File: src/lic_pkg.sv
// Purpose: Shared constants and types for the line control register bank
// Assumes: AHB-Lite register access, 32-bit data, one word per register
// Notes:   Printed offsets are not multiples of four, so they are indices
package lic_pkg;

  localparam logic [7:0] IDX_LINE_CTRL3   = 8'h12;
  localparam logic [7:0] IDX_OVL_STATUS   = 8'h13;
  localparam logic [7:0] IDX_CTRL2        = 8'h20;
  localparam logic [7:0] IDX_CTRL1        = 8'h21;
  localparam logic [7:0] IDX_IRQ_STATUS   = 8'h22;
  localparam logic [7:0] IDX_IRQ_MASK     = 8'h23;

  localparam int BIT_BOOST     = 6;
  localparam int BIT_FORCE_LV  = 5;
  localparam int BIT_TRIM_HI   = 4;
  localparam int BIT_TRIM_LO   = 3;
  localparam int BIT_FULL_WAVE = 1;
  localparam int BIT_SQUELCH   = 0;
  localparam int BIT_OVL_LIVE  = 2;
  localparam int BIT_OVL_UNDEF = 7;
  localparam int BIT_BTE       = 2;
  localparam int BIT_ROV       = 1;
  localparam int BIT_DCT_HI    = 3;
  localparam int BIT_DCT_LO    = 2;
  localparam int IRQ_W         = 2;

  localparam logic [7:0] CTRL3_WMASK  = 8'h7b;
  localparam logic [7:0] CTRL2_WMASK  = 8'h04;
  localparam logic [7:0] CTRL1_WMASK  = 8'h0c;
  localparam logic [7:0] RESET_BYTE   = 8'h00;
  localparam logic [1:0] DCT_STANDARD = 2'h2;
  localparam logic [1:0] DCT_CURLIM   = 2'h3;
  localparam logic [31:0] RDATA_ZERO  = 32'h0000_0000;

  localparam logic [1:0] TRIM_NORMAL = 2'h0;
  localparam logic [1:0] TRIM_M125   = 2'h1;
  localparam logic [1:0] TRIM_P250   = 2'h2;
  localparam logic [1:0] TRIM_P125   = 2'h3;

  typedef enum logic [1:0] {
    LIC_VADJ_NONE,
    LIC_VADJ_MINUS_125MV,
    LIC_VADJ_PLUS_250MV,
    LIC_VADJ_PLUS_125MV
  } lic_vadj_t;

  typedef struct packed {
    logic      tone_headroom_boost;
    logic      low_volt_termination;
    logic      keep_minus1dbm_level;
    lic_vadj_t line_voltage_adjust;
    logic      ring_full_wave_select;
    logic      ring_network_squelch;
  } lic_line_ctrl_t;

endpackage : lic_pkg

File: src/lic_ovl_track.sv
// Purpose: Live and sticky receive overload tracking
// Assumes: overload_in already synchronised to hclk
// Notes:   Sticky flag set wins over a software clear in the same cycle
`timescale 1ns/1ps
module lic_ovl_track
  import lic_pkg::*;
(
  input  wire logic hclk,
  input  wire logic hresetn,
  input  wire logic overload_in,
  input  wire logic billing_tone_detect_enable,
  input  wire logic sticky_clear,
  output logic      overload_live_flag,
  output logic      overload_sticky_flag,
  output logic      overload_rise
);

  logic qualified;

  assign qualified = overload_in & billing_tone_detect_enable;

  always_ff @(posedge hclk or negedge hresetn)
  begin
    if (!hresetn)
      overload_live_flag <= 1'b0;
    else
      overload_live_flag <= qualified;
  end

  always_ff @(posedge hclk or negedge hresetn)
  begin
    if (!hresetn)
      overload_sticky_flag <= 1'b0;
    else if (qualified)
      overload_sticky_flag <= 1'b1;
    else if (sticky_clear)
      overload_sticky_flag <= 1'b0;
  end

  assign overload_rise = qualified & ~overload_live_flag;

endmodule : lic_ovl_track

File: src/lic_regs.sv
// Purpose: Line interface control and overload status registers on AHB-Lite
// Assumes: One clock; overload_pin and ring_pin are asynchronous pins
// Notes:   Zero wait states; every response OKAY
//
// Local design decision: the AHB-Lite register port.
`timescale 1ns/1ps
module lic_regs
  import lic_pkg::*;
(
  input  wire logic        hclk,
  input  wire logic        hresetn,
  input  wire logic        hsel,
  input  wire logic [31:0] haddr,
  input  wire logic [1:0]  htrans,
  input  wire logic        hwrite,
  input  wire logic [2:0]  hsize,
  input  wire logic [2:0]  hburst,
  input  wire logic [3:0]  hprot,
  input  wire logic        hmastlock,
  input  wire logic        hready,
  input  wire logic [31:0] hwdata,
  output logic      [31:0] hrdata,
  output logic             hreadyout,
  output logic             hresp,
  input  wire logic        overload_pin,
  input  wire logic        ring_pin,
  output logic             ring_detect_output,
  output logic             ring_data_bit,
  output lic_line_ctrl_t   line_ctrl,
  output logic             irq
);

  logic [7:0]       ctrl3;
  logic [7:0]       ctrl2;
  logic [7:0]       ctrl1;
  logic [IRQ_W-1:0] irq_status;
  logic [IRQ_W-1:0] irq_mask;
  logic             wr_pend;
  logic [7:0]       wr_idx;
  logic [1:0]       ovl_sync;
  logic [1:0]       ring_sync;
  logic             ring_last;
  logic             live;
  logic             sticky;
  logic             ovl_rise;
  logic             sticky_clear;
  logic             ring_edge;
  logic             addr_ok;
  logic [7:0]       rd_byte;
  logic [IRQ_W-1:0] irq_events;
  logic [IRQ_W-1:0] irq_w1c;
  logic             rect_level;

  function automatic logic [7:0] word_index(input logic [31:0] a);
    word_index = a[9:2];
  endfunction : word_index

  function automatic logic wr_hit(input logic       pend,
                                  input logic [7:0] idx,
                                  input logic [7:0] target);
    wr_hit = pend && (idx == target);
  endfunction : wr_hit

  function automatic logic dct_is(input logic [7:0] c1,
                                  input logic [1:0] mode);
    dct_is = c1[BIT_DCT_HI:BIT_DCT_LO] == mode;
  endfunction : dct_is

  function automatic logic [7:0] read_mux(input logic [7:0] idx,
                                          input logic [7:0] c3,
                                          input logic [7:0] c2,
                                          input logic [7:0] c1,
                                          input logic       lv,
                                          input logic       st,
                                          input logic [1:0] is,
                                          input logic [1:0] im);
    logic [7:0] r;
    r = RESET_BYTE;
    unique case (idx)
      IDX_LINE_CTRL3: r = c3 & CTRL3_WMASK;
      IDX_OVL_STATUS: r[BIT_OVL_LIVE] = lv;
      IDX_CTRL2:
      begin
        r = c2 & CTRL2_WMASK;
        r[BIT_ROV] = st;
      end
      IDX_CTRL1: r = c1 & CTRL1_WMASK;
      IDX_IRQ_STATUS: r[IRQ_W-1:0] = is;
      IDX_IRQ_MASK: r[IRQ_W-1:0] = im;
      default: r = RESET_BYTE;
    endcase
    read_mux = r;
  endfunction : read_mux

  assign hreadyout = 1'b1;
  assign hresp     = 1'b0;

  // Two-stage synchronisers for the asynchronous pins
  always_ff @(posedge hclk or negedge hresetn)
  begin
    if (!hresetn)
    begin
      ovl_sync  <= 2'h0;
      ring_sync <= 2'h0;
    end
    else
    begin
      ovl_sync  <= {ovl_sync[0], overload_pin};
      ring_sync <= {ring_sync[0], ring_pin};
    end
  end

  always_ff @(posedge hclk or negedge hresetn)
  begin
    if (!hresetn)
      ring_last <= 1'b0;
    else
      ring_last <= ring_sync[1];
  end

  assign ring_edge = ring_sync[1] & ~ring_last;

  // Address phase capture; only writes need a data phase slot
  always_ff @(posedge hclk or negedge hresetn)
  begin
    if (!hresetn)
    begin
      wr_pend <= 1'b0;
      wr_idx  <= 8'h00;
    end
    else if (hready)
    begin
      wr_pend <= hsel & htrans[1] & hwrite;
      wr_idx  <= word_index(haddr);
    end
  end

  assign sticky_clear = wr_hit(wr_pend, wr_idx, IDX_CTRL2)
                        && !hwdata[BIT_ROV];

  always_ff @(posedge hclk or negedge hresetn)
  begin
    if (!hresetn)
    begin
      ctrl3 <= RESET_BYTE;
      ctrl2 <= RESET_BYTE;
      ctrl1 <= RESET_BYTE;
    end
    else if (wr_pend)
    begin
      unique case (wr_idx)
        IDX_LINE_CTRL3: ctrl3 <= hwdata[7:0] & CTRL3_WMASK;
        IDX_CTRL2:      ctrl2 <= hwdata[7:0] & CTRL2_WMASK;
        IDX_CTRL1:      ctrl1 <= hwdata[7:0] & CTRL1_WMASK;
        default:        ctrl3 <= ctrl3;
      endcase
    end
  end

  assign irq_events = {ring_edge, ovl_rise};
  assign irq_w1c = wr_hit(wr_pend, wr_idx, IDX_IRQ_STATUS)
                   ? hwdata[IRQ_W-1:0] : {IRQ_W{1'b0}};

  // Set wins over a write-one clear in the same cycle
  always_ff @(posedge hclk or negedge hresetn)
  begin
    if (!hresetn)
      irq_status <= {IRQ_W{1'b0}};
    else
      irq_status <= (irq_status & ~irq_w1c) | irq_events;
  end

  always_ff @(posedge hclk or negedge hresetn)
  begin
    if (!hresetn)
      irq_mask <= {IRQ_W{1'b0}};
    else if (wr_hit(wr_pend, wr_idx, IDX_IRQ_MASK))
      irq_mask <= hwdata[IRQ_W-1:0];
  end

  always_ff @(posedge hclk or negedge hresetn)
  begin
    if (!hresetn)
      irq <= 1'b0;
    else
      irq <= |(irq_status & irq_mask);
  end

  lic_ovl_track u_ovl (
    .hclk                       (hclk),
    .hresetn                    (hresetn),
    .overload_in                (ovl_sync[1]),
    .billing_tone_detect_enable (ctrl2[BIT_BTE]),
    .sticky_clear               (sticky_clear),
    .overload_live_flag         (live),
    .overload_sticky_flag       (sticky),
    .overload_rise              (ovl_rise)
  );

  // Read data registered at the address phase, valid in the data phase
  assign addr_ok = hsel & htrans[1] & ~hwrite & hready;

  always_comb
  begin
    rd_byte = read_mux(word_index(haddr), ctrl3, ctrl2, ctrl1, live,
                       sticky, irq_status, irq_mask);
  end

  // Bit seven of the status word reads zero; software must not rely on it
  always_ff @(posedge hclk or negedge hresetn)
  begin
    if (!hresetn)
      hrdata <= RDATA_ZERO;
    else if (addr_ok)
      hrdata <= {24'h000000, rd_byte};
  end

  // Full wave passes both half cycles; half wave only the positive one
  assign rect_level = ctrl3[BIT_FULL_WAVE] ? (ring_sync[1] | ring_last)
                                           : ring_sync[1];

  always_ff @(posedge hclk or negedge hresetn)
  begin
    if (!hresetn)
    begin
      ring_detect_output <= 1'b1;
      ring_data_bit      <= 1'b0;
    end
    else
    begin
      ring_detect_output <= ~rect_level;
      ring_data_bit      <= rect_level;
    end
  end

  always_ff @(posedge hclk or negedge hresetn)
  begin
    if (!hresetn)
      line_ctrl <= '0;
    else
    begin
      line_ctrl.tone_headroom_boost <= ctrl3[BIT_BOOST];
      line_ctrl.low_volt_termination <= ctrl3[BIT_FORCE_LV]
        && dct_is(ctrl1, DCT_STANDARD);
      line_ctrl.keep_minus1dbm_level <=
        dct_is(ctrl1, DCT_STANDARD) || dct_is(ctrl1, DCT_CURLIM);
      line_ctrl.line_voltage_adjust <=
        lic_vadj_t'(ctrl3[BIT_TRIM_HI:BIT_TRIM_LO]);
      line_ctrl.ring_full_wave_select <= ctrl3[BIT_FULL_WAVE];
      line_ctrl.ring_network_squelch  <= ctrl3[BIT_SQUELCH];
    end
  end

endmodule : lic_regs

File: config.mk
export PLATFORM = sky130hd
export DESIGN_NAME = lic_regs
export DESIGN_NICKNAME = d
export VERILOG_FILES = /design/src/lic_pkg.sv /design/src/lic_ovl_track.sv /design/src/lic_regs.sv
export SDC_FILE = /design/constraint.sdc
export NUM_CORES = 1
export LEC_CHECK = 0
export ABC_AREA = 1
export BUFFER_PORTS_ARGS = -buffer_cell sky130_fd_sc_hd__buf_2
export CORE_ASPECT_RATIO = 0.9
export CORE_MARGIN = 5
export CORE_UTILIZATION = 35
export DETAILED_ROUTE_END_ITERATION = 8
export GPL_ROUTABILITY_DRIVEN = 0
export HOLD_SLACK_MARGIN = 0.03
export PLACE_DENSITY_LB_ADDON = 0.12
export SYNTH_ARGS = -nofsm -noshare
export SYNTH_HDL_FRONTEND = slang
export SYNTH_SLANG_ARGS = --single-unit
File: constraint.sdc
create_clock -name hclk -period 1.2 [get_ports hclk]
set_input_delay 0.12 -clock hclk [delete_from_list [all_inputs] [get_ports hclk]]
set_output_delay 0.12 -clock hclk [all_outputs]
set_load 0.01 [all_outputs]
==> reports/metrics.yaml <==
route:
  postRouteWirelength_mm: 4.07
  routed-wl-met3_um: 272
  drc: 0
  highest_layer: "met4"
  met1_length_mm: 1.90
  routedWlPerCell_um: 11.5
  vias_per_cell: 4.21
  ant_nets: 0
  route.met2.wl_mm: 1.82
  dr.pass1.iters: 4
  route.vias.total: 1492
  drt-initial-drc-count: 74
critical_path:
  r2r_slack_ns: -0.05
  path_cells: "inv_2 > nand3_4 > nor2_4 > nand2_2 > nor2_4 > buf_6 > nor2_1 > a21oi_1"
  cp-startpoint: "wr_idx[3]$_DFFE_PN0P_"
  start_kind: "register"
  r2r_start: "wr_idx[3]$_DFFE_PN0P_"
  critPathMaxStageDelay_ns: 0.40
  worstReg2RegEnd: "ctrl3[0]$_DFFE_PN0P_"
  crit_arrival_ns: 1.49
  crit_buf_inv: 2
  r2r_cells: 8
  crit_fanout: 4
  end_kind: "register"
  crit_required_ns: 1.44
  critPathMostFrequentCell: "nor2_4"
  crit_type: "reg2reg"
  critPathSlowestCell: "dfrtp_1"
  path_delay_family: "simple AND/OR/NAND/NOR gates"
grt:
  grt_max_degree: 28
  grt_usage_pct: 11.3
  antenna_found_initial: 0
  grt-ovfl-total: 0
  grt_pass1_vias: 1437
  grt_pass1_wl_mm: 6.95
floorplanning:
  start_util_pct: 36.2
  core-area_um2: 5690
  io_pins: 128
  die_width_um: 90.9
  dieArea_um2: 7530
  fp.dieH_um: 82.8
  rows: 26
timing:
  rsz0062_at_grt: "true"
  max_freq_mhz: 800
  setup_ws_ns: -0.0504
  maxSlewViolCount: 0
  fin_crit_ns: 1.25
  min_period_over_period_pct: 104
  finalHoldViolations: 0
  finalSetupViolCount: 8
  fin_skew_ns: 0.0136
logic_synthesis:
  ys_seq_area_share_pct: 55.9
  yosys_most_used_dff: "dfrtp_1"
  ys_types: 26
  syn_area_um2: 2060
  syn_inst: 223
  yosys_register_bits: 46
  synth_warnings: 0
  synthArstFlopShare_pct: 100
  synth.avg_cell_area_um2: 9.25
  synth_enable_flop_cells: 0
final_layout:
  fillCellCount: 576
  syn2layout_area_growth_pct: 24.0
  drive_gt1_share_pct: 29.6
  final_cell_mix: "45 x dfrtp_1, 42 x nand2_1, 39 x buf_2, 27 x conb_1, 25 x inv_1"
  stdcell_area_um2: 2560
  final_common_cell: "dfrtp_1"
  regArea_um2: 1150
  antenna_cells: 0
  multi_input_area_um2: 717
  layout.nets: 367
min_path:
  hold_class: "in2reg"
  hp-start: "hwdata[5]"
  min_delay_path_depth: 3
  whs_endpoint: "ctrl3[5]$_DFFE_PN0P_"
place:
  portBuffers: 39
  dpl-instance-area_um2: 2300
  dp_hpwl_mm: 3.08
clocking:
  cts_tree: "built"
  cts-buffers-inserted: 5
  cts.sinks: 46
  clk_latency_ns: 0.30
  cts_max_level: 2
  clockRootBuffer: "clkbuf_8"
  clk_pin_slew_worst_paths_ns: 0.10
  cts.path.max_buffers: 2
pwr:
  p_per_area_nw_per_um2: 1160
  p_total_mw: 2.98
  power_leakage_nw: 1.28
  vdd_drop_max_uv: 598
run_status:
  status: "complete, but fails checks"
  violations: "negative setup slack"
job:
  maxCapViolations: 0
==> metrics by stage <==
stage                     instances  utilization [%]  setup WS, ns  hold WS [ns]  setup TNS (ns)
after floorplan                 248                -         0.118        -0.176               0
after global placement          335             40.4       -0.0783         0.114          -0.426
after detailed placement        335             40.4       -0.0679         0.110          -0.405
after CTS                       350             43.7       -0.0500        0.0326          -0.374
after global routing            354             44.9        -0.156        0.0348           -1.68
final                           354             44.9       -0.0504        0.0396          -0.220
==> state kept, by name, indices dropped and copies added, names as in the netlist, 2 cells and up <==
name	cells
wr_idx	8
hrdata	7
line_ctrl	7
ctrl3	6
ctrl1	2
irq_mask	2
irq_status	2
ovl_sync	2
ring_sync	2
==> synth_stat cells (all sizes together), types with 2 or more instances <==
library cell / n / area [µm²]
nand2: 48 / 183
dfrtp: 45 / 1130
buf: 30 / 226
inv: 27 / 101
nand3: 19 / 115
o21ai: 19 / 95.1
nor2: 16 / 85.1
a21oi: 6 / 30.0
nor3: 3 / 20.0
conb: 2 / 7.51
==> area by class of cell <==
| cell class | instances | share of cell area (%) |
|---|---|---|
| multi-input combinational | 144 | 28.0 |
| clock inverter | 3 | 0.979 |
| tap | 70 | 3.43 |
| inverter | 27 | 3.96 |
| clock buffer | 5 | 2.69 |
| sequential | 46 | 45.1 |
| timing repair buffer | 59 | 15.8 |
==> how the worst max path moves through the flow <==
stage	end	slack (ns)	cells past startpoint
3_3_place_gp	irq_mask[1]$_DFFE_PN0P_	-0.08	6
4_1_cts	ctrl3[1]$_DFFE_PN0P_	-0.05	7
3_5_place_dp	irq_mask[0]$_DFFE_PN0P_	-0.07	6
5_1_grt	ctrl3[3]$_DFFE_PN0P_	-0.16	8
2_1_floorplan	ctrl3[3]$_DFFE_PN0P_	0.12	7
6_report	ctrl3[0]$_DFFE_PN0P_	-0.05	8
==> worst min-delay path: cells and delay by family <==
family                 cells  cell delay, ns
buffers and inverters      1            0.08
AO/OA/AOI/OAI              1            0.06
AND/OR/NAND/NOR            1            0.04
==> where the power goes <==
part           switching (mW)  total [mW]  internal (mW)
Combinational           0.206       0.339          0.133
Clock                   0.557       0.978          0.421
Sequential             0.0399        1.66           1.62
Total                   0.803        2.98           2.17
==> repair_timing <==
| action | 4_1_cts | 5_1_grt |
|---|---|---|
| endpoints found under the hold margin | 52 | 0 |
| hold buffers | 7 | 0 |
| resized for setup | 9 | 11 |
| setup endpoints to repair | 14 | 14 |
| setup buffers | 0 | 4 |
| pin swaps | 1 | 5 |
==> per-layer routing <==
layer / global-route usage, % / vias to the layer above
met5: 0 / -
met4: 4.80 / 0
met3: 2.44 / 7
met2: 17.2 / 44
met1: 15.5 / 678
li1: - / 763
==> logic make-up after synthesis <==
kind of cell / after synthesis / synth area share [%]
buffers and inverters: 58 / 16.1
and+or+nand+nor: 89 / 20.5
AOI/OAI and AO/OA: 28 / 7.16
other: 2 / 0.364
DFF: 46 / 55.9
No activity file was read; power rests on OpenSTA's default activity.
